[config.mk]
export PLATFORM = sky130hd
export DESIGN_NAME = fcmc_top
export DESIGN_NICKNAME = d
export VERILOG_FILES = /design/src/hw/fcmc_pkg.sv /design/src/hw/fcmc_top.sv
export SDC_FILE = /design/constraint.sdc
export NUM_CORES = 1
export LEC_CHECK = 0
export BUFFER_PORTS_ARGS = -buffer_cell sky130_fd_sc_hd__buf_4
export CORE_ASPECT_RATIO = 0.5
export CORE_MARGIN = 2
export CORE_UTILIZATION = 53
export CTS_CLUSTER_SIZE = 12
export DETAILED_ROUTE_END_ITERATION = 8
export PLACE_DENSITY = 0.8
export RECOVER_POWER = 50
export SYNTH_ARGS = -nofsm -noshare
export SYNTH_HDL_FRONTEND = slang
export SYNTH_SLANG_ARGS = --single-unit
export TNS_END_PERCENT = 5
[constraint.sdc]
create_clock -name pclk -period 2.6 [get_ports pclk]
set_input_delay 0.65 -clock pclk [delete_from_list [all_inputs] [get_ports pclk]]
set_output_delay 0.65 -clock pclk [all_outputs]
set_load 0.01 [all_outputs]
[src/hw/fcmc_pkg.sv]
package fcmc_pkg;
   // Clock and flash step timing
   localparam int unsigned PCLK_HZ        = 25_000_000;
   localparam int unsigned FLASH_STEP_US  = 32_000;
   localparam int unsigned FLASH_STEP_CYC = (PCLK_HZ / 1_000_000) * FLASH_STEP_US;

   // Register byte offsets
   localparam logic [7:0] GP_OFS     = 8'h00;
   localparam logic [7:0] CURR_OFS   = 8'h04;
   localparam logic [7:0] OPT_OFS    = 8'h08;
   localparam logic [7:0] STATUS_OFS = 8'h0C;

   // General purpose register fields
   localparam int GP_TORCH_BIT  = 0;
   localparam int GP_FLASH_BIT  = 1;
   localparam int GP_CHARGE_BIT = 2;
   localparam int GP_SEL_LO_BIT = 3;
   localparam int GP_SEL_HI_BIT = 4;
   localparam int GP_GATE_BIT   = 5;
   localparam logic [5:0] GP_RESET = 6'h00;

   // Current control register fields
   localparam int CURR_TORCH_LSB = 0;
   localparam int CURR_FLASH_LSB = 4;
   localparam logic [6:0] CURR_RESET = 7'h00;

   // Options register fields
   localparam int OPT_DUR_LSB   = 0;
   localparam int OPT_HEAD_LSB  = 4;
   localparam int OPT_LEVEL_BIT = 7;
   localparam logic [7:0] OPT_RESET = 8'h0F;

   // Charge target selection codes
   localparam logic [1:0] TGT_4V5     = 2'h0;
   localparam logic [1:0] TGT_5V0     = 2'h1;
   localparam logic [1:0] TGT_5V3     = 2'h2;
   localparam logic [1:0] TGT_OPTIMAL = 2'h3;

   // Torch code for the 60 mA floor
   localparam logic [2:0] TORCH_MIN = 3'h0;

   typedef enum logic [4:0] {
      ST_SHUTDOWN = 5'b00001,
      ST_TORCH    = 5'b00010,
      ST_CHARGE   = 5'b00100,
      ST_CHTORCH  = 5'b01000,
      ST_FLASH    = 5'b10000
   } fcmc_state_t;

   typedef enum logic [1:0] {
      REG_OFF    = 2'h0,
      REG_CURLIM = 2'h1,
      REG_CONSTF = 2'h2,
      REG_PULSED = 2'h3
   } fcmc_regmode_t;

   // Analog comparator results
   typedef struct packed {
      logic above_3v;
      logic at_target;
      logic below_turnon;
      logic load_over_60ma;
      logic demand_over_max;
   } fcmc_sense_t;

   // Power stage steering
   typedef struct packed {
      fcmc_regmode_t pulsed_regulation_scheme;
      logic          led_sink_output;
      logic [2:0]    torch_level;
      logic          flash_on;
      logic [2:0]    flash_level_field;
      logic [1:0]    charge_target_sel;
      logic [2:0]    torch_headroom_voltage;
   } fcmc_drive_t;
endpackage

[src/hw/fcmc_top.sv]
`timescale 1ns/1ps
module fcmc_top #(
   parameter int unsigned STEP_CYC = fcmc_pkg::FLASH_STEP_CYC
) (
   input  wire logic                pclk,
   input  wire logic                presetn,
   input  wire logic                psel,
   input  wire logic                penable,
   input  wire logic                pwrite,
   input  wire logic [7:0]          paddr,
   input  wire logic [31:0]         pwdata,
   output logic      [31:0]         prdata,
   output logic                     pready,
   output logic                     pslverr,
   input  wire logic                strobe,
   input  wire fcmc_pkg::fcmc_sense_t sense_raw,
   output fcmc_pkg::fcmc_state_t    state,
   output fcmc_pkg::fcmc_drive_t    drive,
   output logic                     eoc_n_o,
   output logic                     eoc_n_oe
);
   import fcmc_pkg::*;

   function automatic logic is_mapped(input logic [7:0] a);
      return a == GP_OFS || a == CURR_OFS || a == OPT_OFS || a == STATUS_OFS;
   endfunction

   logic [5:0]  gp_q;
   logic [6:0]  curr_q;
   logic [7:0]  opt_q;
   fcmc_state_t state_q, state_d;
   fcmc_sense_t sense_m_q, sense_q;
   logic [1:0]  strobe_m_q;
   logic        strobe_q, strobe_prev_q;
   logic        by_reg_q, opt_glow_q, pump_on_q, eoc_q;
   logic [23:0] step_cnt_q;
   logic [3:0]  steps_q;
   logic        wr, rd, flash_req, flash_done, strobe_rise, gate_ok, optimal;
   logic        torch_b, flash_b, charge_b, level_mode;

   // Input synchronisers
   always_ff @(posedge pclk or negedge presetn) begin
      if (!presetn) begin
         sense_m_q     <= '0;
         sense_q       <= '0;
         strobe_m_q    <= 2'h0;
         strobe_q      <= 1'b0;
         strobe_prev_q <= 1'b0;
      end else begin
         sense_m_q     <= sense_raw;
         sense_q       <= sense_m_q;
         strobe_m_q    <= {strobe_m_q[0], strobe};
         strobe_q      <= strobe_m_q[1];
         strobe_prev_q <= strobe_q;
      end
   end

   assign wr          = psel && penable && pwrite;
   assign rd          = psel && !penable && !pwrite;
   assign pready      = 1'b1;
   assign pslverr     = psel && penable && !is_mapped(paddr);
   assign torch_b     = gp_q[GP_TORCH_BIT];
   assign flash_b     = gp_q[GP_FLASH_BIT];
   assign charge_b    = gp_q[GP_CHARGE_BIT];
   assign level_mode  = opt_q[OPT_LEVEL_BIT];
   assign optimal     = {gp_q[GP_SEL_HI_BIT], gp_q[GP_SEL_LO_BIT]} == TGT_OPTIMAL;
   assign strobe_rise = strobe_q && !strobe_prev_q;
   assign gate_ok     = eoc_q || gp_q[GP_GATE_BIT];
   // Edge or level strobe, or register bit
   // Both strobe modes start on a rise, so a held strobe cannot retrigger after timeout
   assign flash_req   = gate_ok && (flash_b || strobe_rise);
   assign flash_done  = state_q == ST_FLASH && ((steps_q == opt_q[3:0] &&
                        step_cnt_q == 24'(STEP_CYC - 1)) ||
                        (!by_reg_q && level_mode && !strobe_q));

   // Register writes; hardware clears lose to a same-cycle write
   always_ff @(posedge pclk or negedge presetn) begin
      if (!presetn) begin
         gp_q <= GP_RESET;
      end else if (wr && paddr == GP_OFS) begin
         gp_q <= pwdata[5:0];
      end else if (flash_done && by_reg_q) begin
         gp_q[GP_TORCH_BIT] <= 1'b0;
         gp_q[GP_FLASH_BIT] <= 1'b0;
         if (optimal) begin
            gp_q[GP_CHARGE_BIT] <= 1'b0;
         end
      end else if (flash_done && optimal) begin
         gp_q[GP_CHARGE_BIT] <= 1'b0;
      end
   end

   always_ff @(posedge pclk or negedge presetn) begin
      if (!presetn) begin
         curr_q <= CURR_RESET;
      end else if (wr && paddr == CURR_OFS) begin
         curr_q <= pwdata[6:0];
      end
   end

   always_ff @(posedge pclk or negedge presetn) begin
      if (!presetn) begin
         opt_q <= OPT_RESET;
      end else if (wr && paddr == OPT_OFS) begin
         opt_q <= pwdata[7:0];
      end
   end

   // Read data captured in the setup phase
   always_ff @(posedge pclk or negedge presetn) begin
      if (!presetn) begin
         prdata <= 32'h0000_0000;
      end else if (rd) begin
         case (paddr)
            GP_OFS:     prdata <= {26'h0, gp_q};
            CURR_OFS:   prdata <= {25'h0, curr_q};
            OPT_OFS:    prdata <= {24'h0, opt_q};
            STATUS_OFS: prdata <= {24'h0, opt_glow_q, pump_on_q, eoc_q, state_q};
            default:    prdata <= 32'h0000_0000;
         endcase
      end
   end

   // Next state from enables, strobe and charge status
   always_comb begin
      state_d = state_q;
      case (state_q)
         ST_FLASH: begin
            if (flash_done) begin
               state_d = ST_SHUTDOWN;
            end
         end
         ST_SHUTDOWN, ST_TORCH, ST_CHARGE, ST_CHTORCH: begin
            if (flash_req) begin
               state_d = ST_FLASH;
            end else if (torch_b && charge_b && !flash_b) begin
               state_d = ST_CHTORCH;
            end else if (torch_b && !charge_b && !flash_b) begin
               state_d = ST_TORCH;
            end else if (charge_b && !torch_b && !flash_b) begin
               state_d = ST_CHARGE;
            end else if (!strobe_q && !flash_b && !torch_b && !charge_b) begin
               state_d = ST_SHUTDOWN;
            end
         end
         default: state_d = ST_SHUTDOWN;
      endcase
   end

   always_ff @(posedge pclk or negedge presetn) begin
      if (!presetn) begin
         state_q <= ST_SHUTDOWN;
      end else begin
         state_q <= state_d;
      end
   end

   // Flash duration timer and trigger source
   always_ff @(posedge pclk or negedge presetn) begin
      if (!presetn) begin
         step_cnt_q <= 24'h000000;
         steps_q    <= 4'h0;
         by_reg_q   <= 1'b0;
      end else if (state_q != ST_FLASH) begin
         step_cnt_q <= 24'h000000;
         steps_q    <= 4'h0;
         by_reg_q   <= flash_b;
      end else if (step_cnt_q == 24'(STEP_CYC - 1)) begin
         step_cnt_q <= 24'h000000;
         steps_q    <= steps_q + 4'h1;
      end else begin
         step_cnt_q <= step_cnt_q + 24'h000001;
      end
   end

   // Pulsed pump: off at target, on below turn-on threshold
   always_ff @(posedge pclk or negedge presetn) begin
      if (!presetn) begin
         pump_on_q <= 1'b1;
      end else if (sense_q.below_turnon) begin
         pump_on_q <= 1'b1;
      end else if (sense_q.at_target) begin
         pump_on_q <= 1'b0;
      end
   end

   // Optimal mode glow latch
   always_ff @(posedge pclk or negedge presetn) begin
      if (!presetn) begin
         opt_glow_q <= 1'b0;
      end else if (state_q == ST_SHUTDOWN || state_q == ST_FLASH || !optimal) begin
         opt_glow_q <= 1'b0;
      end else if (state_q == ST_CHARGE && sense_q.above_3v) begin
         opt_glow_q <= 1'b1;
      end
   end

   // End of charge flag
   always_ff @(posedge pclk or negedge presetn) begin
      if (!presetn) begin
         eoc_q <= 1'b0;
      end else begin
         eoc_q <= (state_q == ST_CHARGE || state_q == ST_CHTORCH) && sense_q.at_target;
      end
   end

   // Power stage steering
   always_ff @(posedge pclk or negedge presetn) begin
      if (!presetn) begin
         drive <= '0;
      end else begin
         drive.charge_target_sel      <= {gp_q[GP_SEL_HI_BIT], gp_q[GP_SEL_LO_BIT]};
         drive.torch_headroom_voltage <= opt_q[6:4];
         drive.flash_level_field      <= curr_q[6:4];
         drive.flash_on               <= state_q == ST_FLASH;
         drive.torch_level            <= curr_q[2:0];
         drive.led_sink_output        <= 1'b0;
         drive.pulsed_regulation_scheme <= REG_OFF;
         case (state_q)
            ST_TORCH: begin
               drive.led_sink_output <= sense_q.above_3v;
               drive.pulsed_regulation_scheme <= pump_on_q ? REG_CURLIM : REG_OFF;
            end
            ST_CHARGE, ST_CHTORCH: begin
               if (state_q == ST_CHTORCH) begin
                  drive.led_sink_output <= sense_q.above_3v;
                  if (!sense_q.at_target) begin
                     drive.torch_level <= TORCH_MIN;
                  end
               end else begin
                  drive.led_sink_output <= opt_glow_q;
               end
               if (optimal) begin
                  drive.pulsed_regulation_scheme <= REG_PULSED;
               end else if (!sense_q.at_target || sense_q.demand_over_max) begin
                  drive.pulsed_regulation_scheme <= REG_CURLIM;
               end else begin
                  drive.pulsed_regulation_scheme <=
                     sense_q.load_over_60ma ? REG_CONSTF : REG_PULSED;
               end
            end
            default: begin
               drive.pulsed_regulation_scheme <= REG_OFF;
            end
         endcase
      end
   end

   assign state    = state_q;
   assign eoc_n_o  = 1'b0;
   assign eoc_n_oe = eoc_q;
endmodule

==> qor.txt, run 1 <==
status = complete, no violations
PD cells = 644 mW/mm²
Synth Cell Area = 0.00427 mm²
Die X = 131 µm
Setup violations, final = 0
Yosys reg bits = 95
multi-input logic area = 0.00169 mm²
Rel. slew slack = 0.281
CP Capture Type = output pin
pin count of the biggest net entering global routing = 46
layout cells sized above 1 = 0.269
post-synthesis sequential area ratio = 0.559
DRT iter0 DRCs = 213
Leakage Power = 2.32 nW
Synth cell types = 47
Resize count post-CTS = 0
number of flops mapped to enable cells by yosys = 0
GR Util All Layers = 0.197
Placer Congestion = 0.814
grt ovf = 0
RR Endpoint = step_cnt_q[12]$_DFF_PN0_
most frequent cells in the layout = dfrtp_1, buf_4, nor2_1
Max Clock Skew = 0.00841 ns
slowest CP cell = nor4_1
Fin. Hold Viols = 0
hold_ws = 0.348 ns
Layout Nets = 480
crit-path max FO = 3
Core Footprint = 0.00791 mm²
drt pass-1 iters = 4
number of filler cells placed in the layout = 613
Logic pwr share = 0.075
synthesis warning total = 0
fin util = 0.636
FFs w/ async S/R, synth = 1.00
wire per inst = 14.6 µm
crit start category = input pin
Worst Setup SP = paddr[1]
antenna violations before repair = 0
FF/Latch Area = 0.00238 mm²
Initial Utilization = 0.539
clock sinks = 95
wirelength, routed = 7930 µm
first-pass GRT wire length = 12800 µm
Remaining DRCs = 0
CTS tree = yes
Setup CP Type = input pin to output pin
Critical Path AT = 1.72 ns
Ports = 107
IO Port Bufs = 56
Mapped Cells = 368
Switching Power = 0.745 mW
cell taking the most area after synthesis = dfrtp_1
Setup Total Neg Slack = 0 ns
CP required = 1.95 ns
Yosys top cell area share = 0.522
vias in the first global route = 2653
Final Critical Period = 2.37 ns
worst skew pair latency = 0.35 ns
Seq pwr share = 0.484
Final period util = 0.911
f_max = 0.422 GHz
Pins Over Slew Limit = 0
most common cell type on the critical path = buf_4
Max IR drop VDD = 0.352 mV
post-CTS setup buffer count = 0
Int Pwr = 2.50 mW
leading cell type in the layout, fill and taps excluded = dfrtp_1
worst path cell trace = buf_4 > nor4_1 > nand2_1 > and3_1 > buf_4
r2r setup slk = 0.38 ns
Ant. Diodes = 0
Vias = 2786
Hold/Removal Path Class = register to register
most used flip-flop cell after synthesis = dfrtp_1
P&R area growth vs syn = 18.1%
vias per cell = 5.12
cell row count = 23
RSZ-0062 raised after global routing = false
Num CTS Buffers = 9
Die H = 67.4 µm
antenna-violating nets left = 0
clock root cell = clkbuf_16
Synth Area per Inst = 11.6 µm²
slowest stage delay, CP = 0.42 ns
cts hold-fix bufs = 0
Reg2Reg Depth = 6
Area contributors post-synth = dfrtp_1, mux2_2, buf_4
dpl hpwl = 5440 µm
# Max-Cap Violations = 0
worst r2r src = step_cnt_q[0]$_DFF_PN0_
Worst-Margin Slew = 1.08 ns
Die Area = 0.00883 mm²
Clk pwr share = 0.441
clk buf depth = 2
Critical Path End = pslverr
Switching Fraction = 0.230
clock-pin slew on the worst setup and hold paths = 0.06 ns
H-tree depth = 3
==> critical path: cells and delay by family <==
kind          cells  cell delay, ns
buf+inv           2            0.25
simple gates      3            0.81
==> cells in the mapped netlist (all sizes together), types with 6 or more instances <==
cell and instances:
nand4 10, buf 30, nand3 15, inv 9, clkbuf 8, xor2 18, a22o 8, o21ai 9
dfstp 6, nor3 6, xnor2 15, mux4 6, nand2 19, nor4 8, nor2 46, dfrtp 89
mux2 19
==> logic make-up after synthesis <==
kind of cell             after synthesis  share of synthesized area
AO/OA/AOI/OAI                         35                     0.0566
XOR/XNOR                              33                     0.0678
adder cells (fa/ha/maj)                2                    0.00587
buffers and inverters                 47                     0.0660
flip-flops                            95                      0.559
multiplexers                          27                     0.0865
other                                  2                    0.00176
AND/OR/NAND/NOR                      127                      0.156
==> power by group through the flow <==
stage	clock (mW)	sequential (mW)	combinational [mW]
after floorplan	0	1.57	0.183
after global placement	0	1.60	0.243
after detailed placement	0	1.60	0.249
after CTS	1.46	1.57	0.252
after global routing	1.52	1.57	0.275
final	1.43	1.57	0.244
==> flip-flops by register name, indices dropped and copies added, names as in the netlist, 6 cells and up <==
register,count
curr_q,7
drive,15
step_cnt_q,24
opt_q,8
prdata,8
gp_q,6
==> worst min path at each step <==
stage                     cells after the start                 endpoint  slack, ns                    start
after floorplan                               0     sense_q[0]$_DFF_PN0_       0.33   sense_m_q[0]$_DFF_PN0_
after global placement                        0       strobe_q$_DFF_PN0_       0.33  strobe_m_q[1]$_DFF_PN0_
after detailed placement                      0     sense_q[2]$_DFF_PN0_       0.34   sense_m_q[2]$_DFF_PN0_
after CTS                                     1      gp_q[4]$_DFFE_PN0P_       0.30                  presetn
after global routing                          0     sense_q[1]$_DFF_PN0_       0.36   sense_m_q[1]$_DFF_PN0_
final                                         0  strobe_m_q[1]$_DFF_PN0_       0.35  strobe_m_q[0]$_DFF_PN0_
==> through the flow <==
| stage | area (µm²) | total power [mW] | setup slack (ns) | std cells |
|---|---|---|---|---|
| finish | 5040 | 3.24 | 0.231 | 544 |
| global route | 5040 | 3.37 | 0.195 | 544 |
| CTS | 5060 | 3.28 | 0.233 | 544 |
| detailed placement | 4730 | 1.85 | 0.264 | 528 |
| global placement | 4730 | 1.84 | 0.291 | 528 |
| floorplan | 4360 | 1.75 | 0.433 | 392 |
==> layer usage <==
layer  global-route usage  up-vias  share of wire
met5                    0        -              0
li1                     -     1338              -
met2                0.330       80           0.50
met4               0.0519        0          0.011
met3               0.0737        8          0.052
met1                0.246     1360           0.44
==> final cells by class <==
type	instances	share of cell area
Clock inverter	6	0.0184
Multi-Input combinational cell	250	0.335
Tap cell	112	0.0278
Sequential cell	95	0.474
Timing Repair Buffer	62	0.0907
Clock buffer	10	0.0475
Inverter	9	0.00671
No activity file was read; power rests on OpenSTA's default activity.
==> run 2: changes to the inputs <==
--- a/config.mk
+++ b/config.mk
@@ -8,10 +8,10 @@
 export BUFFER_PORTS_ARGS = -buffer_cell sky130_fd_sc_hd__buf_4
 export CORE_ASPECT_RATIO = 0.5
 export CORE_MARGIN = 2
-export CORE_UTILIZATION = 53
-export CTS_CLUSTER_SIZE = 12
+export CORE_UTILIZATION = 30
+export CTS_CLUSTER_SIZE = 30
 export DETAILED_ROUTE_END_ITERATION = 8
-export PLACE_DENSITY = 0.8
+export PLACE_DENSITY = 0.5
 export RECOVER_POWER = 50
 export SYNTH_ARGS = -nofsm -noshare
 export SYNTH_HDL_FRONTEND = slang
==> run 2 against run 1 <==
  * The run now ends with capacitance limit, slew limit left
  * Largest cell class unchanged
  * Largest power group unchanged
  * Fmax grew 4.7%
  * Critical endpoint is now step_cnt_q[9]$_DFF_PN0_
  * Utilization shrank 26 points
  * First-iteration DRC count shrank 27%
  * Worst setup slack gained 0.11 ns
  * Critical path type is now register to register
  * Via count grew 0.32%
==> qor.txt, run 2 (same netlist as run 1, synthesis figures left out) <==
CP required = 2.81 ns (+0.86 ns)
worst r2r src = step_cnt_q[15]$_DFF_PN0_
max reg flops = 24 (unchanged)
Core Footprint = 0.0137 mm² (+73%)
Layout Nets = 481 (+0.21%)
cts hold-fix bufs = 0 (unchanged)
clock-pin slew on the worst setup and hold paths = 0.07 ns (about the same)
Logic pwr share = 0.080 (+0.005)
wire per inst = 13.9 µm (-4.4%)
Pins Over Slew Limit = 29 (+29)
DRT iter0 DRCs = 156 (-27%)
Clk pwr share = 0.414 (-0.027)
clock sinks = 95 (unchanged)
CTS tree = yes
Reg2Reg Depth = 5 (-1)
CP Capture Type = register
vias per cell = 4.47 (-13%)
drt pass-1 iters = 4 (unchanged)
slowest stage delay, CP = 0.52 ns (+0.10 ns)
GR Util All Layers = 0.123 (-0.0744)
Ports = 107 (unchanged)
PD cells = 606 mW/mm² (-5.9%)
clk buf depth = 2 (unchanged)
# Max-Cap Violations = 1 (+1)
Num CTS Buffers = 9 (unchanged)
Final Critical Period = 2.26 ns (-0.107 ns)
Hold/Removal Path Class = register to register
Resize count post-CTS = 0 (unchanged)
RR Endpoint = step_cnt_q[9]$_DFF_PN0_
Vias = 2795 (+0.32%)
H-tree depth = 3 (unchanged)
CP bufs+invs = 0 (-2)
Placer Congestion = 0.786 (-3.4%)
antenna violations before repair = 0 (unchanged)
Setup CP Type = register to register
dpl hpwl = 6150 µm (+13%)
Setup Total Neg Slack = 0 ns (unchanged)
grt ovf = 0 (unchanged)
Die Area = 0.0152 mm² (+73%)
Switching Fraction = 0.254 (+0.0237)
hold_ws = 0.347 ns (-0.00171 ns)
Leakage Power = 2.32 nW (-0.22%)
P&R area growth vs syn = 20.1%
leading cell type in the layout, fill and taps excluded = dfrtp_1
status = complete, but fails checks
layout cells sized above 1 = 0.270 (+0.00169)
IO Port Bufs = 56 (unchanged)
f_max = 0.442 GHz (+4.7%)
Final period util = 0.870 (-0.0410)
Seq pwr share = 0.506 (+0.022)
crit-path leading delay family = simple AND/OR/NAND/NOR gates
Critical Path AT = 2.47 ns (+0.75 ns)
Int Pwr = 2.32 mW (-7.2%)
Max IR drop VDD = 0.298 mV (-15%)
Worst Setup SP = step_cnt_q[15]$_DFF_PN0_
Max Clock Skew = 0.00728 ns (-0.00113 ns)
RSZ-0062 raised after global routing = false
slowest CP cell = or4_1
crit-path max FO = 23 (+20)
pre-CTS setup slack = 0.196 ns (-0.0683 ns)
Rel. slew slack = -0.154 (-0.435)
most frequent cells in the layout = dfrtp_1, buf_4, nor2_1
cell row count = 30 (+30%)
Remaining DRCs = 0 (unchanged)
wirelength, routed = 8710 µm (+9.8%)
Die H = 88.3 µm (+31%)
worst path cell trace = or4_1 > or3_4 > nor3_4 > nand2b_2 > nor2_1
Ant. Diodes = 0 (unchanged)
Critical Path End = step_cnt_q[9]$_DFF_PN0_
Die X = 173 µm (+32%)
clock root cell = clkbuf_16
Fin. Hold Viols = 0 (unchanged)
Initial Utilization = 0.311 (-0.228)
post-CTS setup buffer count = 0 (unchanged)
worst skew pair latency = 0.34 ns (about the same)
crit start category = register
first-pass GRT wire length = 14300 µm (+12%)
Largest Register = step_cnt_q
r2r setup slk = 0.34 ns (-0.04 ns)
antenna-violating nets left = 0 (unchanged)
Setup violations, final = 0 (unchanged)
top flop regs = step_cnt_q x24, drive x15
pin count of the biggest net entering global routing = 45 (-2.2%)
worst setup margin = 0.337 ns (+0.107 ns)
Levels on crit path = 5 (unchanged)
violated checks = capacitance limit, slew limit
Switching Power = 0.787 mW (+5.6%)
Worst-Margin Slew = 1.73 ns (+0.653 ns)
vias in the first global route = 2681 (+1.1%)
run 2: how the worst min path moves through the flow:
stage	startpoint	cells past startpoint	end
finish	sense_m_q[1]$_DFF_PN0_	0	sense_q[1]$_DFF_PN0_
global route	sense_m_q[1]$_DFF_PN0_	0	sense_q[1]$_DFF_PN0_
CTS	presetn	1	step_cnt_q[14]$_DFF_PN0_
detailed placement	strobe_m_q[1]$_DFF_PN0_	0	strobe_q$_DFF_PN0_
global placement	strobe_m_q[1]$_DFF_PN0_	0	strobe_q$_DFF_PN0_
floorplan	sense_m_q[0]$_DFF_PN0_	0	sense_q[0]$_DFF_PN0_
run 2: cell type report:
cell class	instances	area, µm²
well taps	192	240
repair buffers	63	482
fillers	1400	8580
clock buffers	10	239
flip-flops and latches	95	2380
clock inverters	6	52.6
inverters	9	33.8
multi-input cells	250	1690
run 2: power by group through the flow:
stage / clock network [mW] / registers [mW] / logic (mW)
floorplan: 0 / 1.57 / 0.183
global route: 1.39 / 1.58 / 0.283
CTS: 1.33 / 1.57 / 0.254
finish: 1.29 / 1.57 / 0.248
detailed placement: 0 / 1.60 / 0.253
global placement: 0 / 1.60 / 0.253
run 2: worst register-to-register path: cells and delay by family, from the launching register on:
| family | cells | cell delay (ns) |
|---|---|---|
| AND/OR/NAND/NOR | 5 | 1.69 |
| flip-flops | 1 | 0.44 |
run 2: metrics by stage:
stage / area, µm² / std cells / total power, mW / util
after detailed placement: 4830 / 609 / 1.85 / 0.353
after floorplan: 4360 / 392 / 1.75 / -
after global placement: 4830 / 609 / 1.85 / 0.353
after global routing: 5120 / 625 / 3.25 / 0.374
final: 5120 / 625 / 3.10 / 0.374
after CTS: 5120 / 625 / 3.16 / 0.374
run 2: routing by layer:
| layer | GRT usage | routed length (µm) | up-vias |
|---|---|---|---|
| met1 | 0.163 | 4310 | 1386 |
| li1 | - | - | 1335 |
| met4 | 0.0350 | 65 | 0 |
| met5 | 0 | 0 | - |
| met2 | 0.192 | 3890 | 70 |
| met3 | 0.0438 | 430 | 4 |
==> run 3: changes to the inputs <==
--- a/config.mk
+++ b/config.mk
@@ -5,8 +5,7 @@
 export SDC_FILE = /design/constraint.sdc
 export NUM_CORES = 1
 export LEC_CHECK = 0
-export BUFFER_PORTS_ARGS = -buffer_cell sky130_fd_sc_hd__buf_4
-export CORE_ASPECT_RATIO = 0.5
+export BUFFER_PORTS_ARGS = -buffer_cell sky130_fd_sc_hd__buf_2
 export CORE_MARGIN = 2
 export CORE_UTILIZATION = 30
 export CTS_CLUSTER_SIZE = 30
==> run 3 against run 2 <==
  * The flow now finishes without violations
  * Non-clock buffer count shrank 1
  * First-iteration DRC count decreased by 39%
  * Flip-flop and latch count did not move
  * Critical path type unchanged
  * Largest power group unchanged
  * Highest routed layer unchanged
==> qor.txt, run 3 (same netlist as run 1, synthesis figures left out) <==
status = complete, no violations
Critical Path AT = 2.45 ns (-0.02 ns)
RSZ-0062 raised after global routing = false
Setup Total Neg Slack = 0 ns (unchanged)
antenna-violating nets left = 0 (unchanged)
Core Footprint = 0.0139 mm² (+1.3%)
RR Endpoint = step_cnt_q[14]$_DFF_PN0_
worst path cell trace = or4_1 > or3_4 > nor3_4 > nand2b_2 > nor2_1
pin count of the biggest net entering global routing = 40 (-11%)
Ports = 107 (unchanged)
Die Area = 0.0152 mm² (-0.38%)
Vias = 2800 (+0.18%)
Setup violations, final = 0 (unchanged)
CP bufs+invs = 0 (unchanged)
wire per inst = 14.3 µm (+2.5%)
crit-path max FO = 23 (unchanged)
clk buf depth = 2 (unchanged)
crit start category = register
top flop regs = step_cnt_q x24, drive x15
clock root cell = clkbuf_16
Setup CP Type = register to register
Placer Congestion = 0.743 (-5.5%)
r2r setup slk = 0.37 ns (+0.03 ns)
grt ovf = 0 (unchanged)
Worst-Margin Slew = 1.01 ns (-0.720 ns)
Resize count post-CTS = 0 (unchanged)
max reg flops = 24 (unchanged)
layout cells sized above 1 = 0.269 (-0.00169)
P&R area growth vs syn = 16.3%
clock-pin slew on the worst setup and hold paths = 0.07 ns (about the same)
Die H = 123 µm (+40%)
most frequent cells in the layout = dfrtp_1, buf_2, nor2_1
clock sinks = 95 (unchanged)
vias in the first global route = 2773 (+3.4%)
Die X = 123 µm (-29%)
CP required = 2.81 ns (about the same)
Layout Nets = 480 (-0.21%)
Max IR drop VDD = 0.321 mV (+7.7%)
Num CTS Buffers = 9 (unchanged)
drt pass-1 iters = 4 (unchanged)
Reg2Reg Depth = 5 (unchanged)
slowest stage delay, CP = 0.51 ns (about the same)
Rel. slew slack = 0.326 (+0.480)
# Max-Cap Violations = 0 (-1)
Hold/Removal Path Class = register to register
DRT iter0 DRCs = 95 (-39%)
Initial Utilization = 0.307 (-0.00404)
cell row count = 43 (+43%)
antenna violations before repair = 0 (unchanged)
Final period util = 0.859 (-0.0108)
f_max = 0.448 GHz (+1.3%)
Pins Over Slew Limit = 0 (-100%)
Fin. Hold Viols = 0 (unchanged)
Largest Register = step_cnt_q
first-pass GRT wire length = 14500 µm (+1.3%)
Design Power = 3.14 mW (+1.2%)
Max Clock Skew = 0.00542 ns (-0.00186 ns)
worst r2r src = step_cnt_q[15]$_DFF_PN0_
H-tree depth = 3 (unchanged)
dpl hpwl = 6260 µm (+1.8%)
worst skew pair latency = 0.34 ns (about the same)
Leakage Power = 2.30 nW (-1.0%)
CTS tree = yes
Worst Setup SP = step_cnt_q[15]$_DFF_PN0_
CP Capture Type = register
Levels on crit path = 5 (unchanged)
Critical Path End = step_cnt_q[14]$_DFF_PN0_
crit-path leading delay family = simple AND/OR/NAND/NOR gates
wirelength, routed = 8740 µm (+0.41%)
Ant. Diodes = 0 (unchanged)
post-CTS setup buffer count = 0 (unchanged)
fin util = 0.357 (-0.0166)
cts hold-fix bufs = 0 (unchanged)
PD cells = 634 mW/mm² (+4.6%)
slowest CP cell = or4_1
GR Util All Layers = 0.125 (+0.00274)
Remaining DRCs = 0 (unchanged)
leading cell type in the layout, fill and taps excluded = dfrtp_1
Final Critical Period = 2.23 ns (-0.0281 ns)
vias per cell = 4.58 (+2.3%)
IO Port Bufs = 56 (unchanged)
==> run 3: changes by cell type in the layout (fill, tap and decap cells not counted) <==
cell | previous run | this run
clkinv_4 | 1 | 0
clkbuf_2 | 0 | 2
bufinv_16 | 0 | 1
clkbuf_4 | 6 | 0
clkinv_2 | 0 | 1
inv_8 | 1 | 0
buf_2 | 0 | 55
buf_12 | 1 | 0
buf_4 | 55 | 4
==> run 3: final cells by class <==
| cell class | count | area [µm²] |
|---|---|---|
| clock buffers | 10 | 239 |
| clock inverters | 6 | 67.6 |
| fillers | 1404 | 8920 |
| inverters | 9 | 33.8 |
| multi-input cells | 250 | 1690 |
| flip-flops and latches | 95 | 2380 |
| well taps | 180 | 225 |
| repair buffers | 62 | 319 |
==> run 3: metrics by stage <==
step / area [µm²] / setup slack [ns] / hold slack [ns] / std cells
finish: 4960 / 0.365 / 0.347 / 612
global route: 4960 / 0.109 / 0.359 / 612
CTS: 4980 / 0.325 / 0.279 / 612
detailed placement: 4670 / 0.255 / 0.336 / 596
global placement: 4670 / 0.272 / 0.333 / 596
floorplan: 4360 / 0.433 / 0.331 / 392
==> run 3: metal layers <==
| layer | share of wire | vias up | GRT usage |
|---|---|---|---|
| met2 | 0.49 | 61 | 0.211 |
| li1 | - | 1340 | - |
| met4 | 0.0094 | 0 | 0.0277 |
| met3 | 0.058 | 6 | 0.0438 |
| met5 | 0 | - | 0 |
| met1 | 0.44 | 1393 | 0.156 |
==> run 3: power by group <==
| group | internal [mW] | switching (mW) | total, mW |
|---|---|---|---|
| clock network | 0.777 | 0.572 | 1.35 |
| logic | 0.0882 | 0.136 | 0.224 |
| registers | 1.52 | 0.0524 | 1.57 |
| total | 2.38 | 0.761 | 3.14 |
==> run 3: worst min path at each step <==
stage	endpoint	start	cells past startpoint	slack, ns
global route	sense_q[3]$_DFF_PN0_	sense_m_q[3]$_DFF_PN0_	0	0.36
global placement	sense_q[4]$_DFF_PN0_	sense_m_q[4]$_DFF_PN0_	0	0.33
CTS	opt_glow_q$_DFFE_PN0P_	presetn	1	0.28
floorplan	sense_q[0]$_DFF_PN0_	sense_m_q[0]$_DFF_PN0_	0	0.33
finish	strobe_q$_DFF_PN0_	strobe_m_q[1]$_DFF_PN0_	0	0.35
detailed placement	strobe_q$_DFF_PN0_	strobe_m_q[1]$_DFF_PN0_	0	0.34
==> run 3: worst reg2reg max path, stage by stage, from the launching register on <==
cell and delay [ns]:
dfrtp_1 0.43, or4_1 0.51, or3_4 0.39, nor3_4 0.19
nand2b_2 0.46, nor2_1 0.12
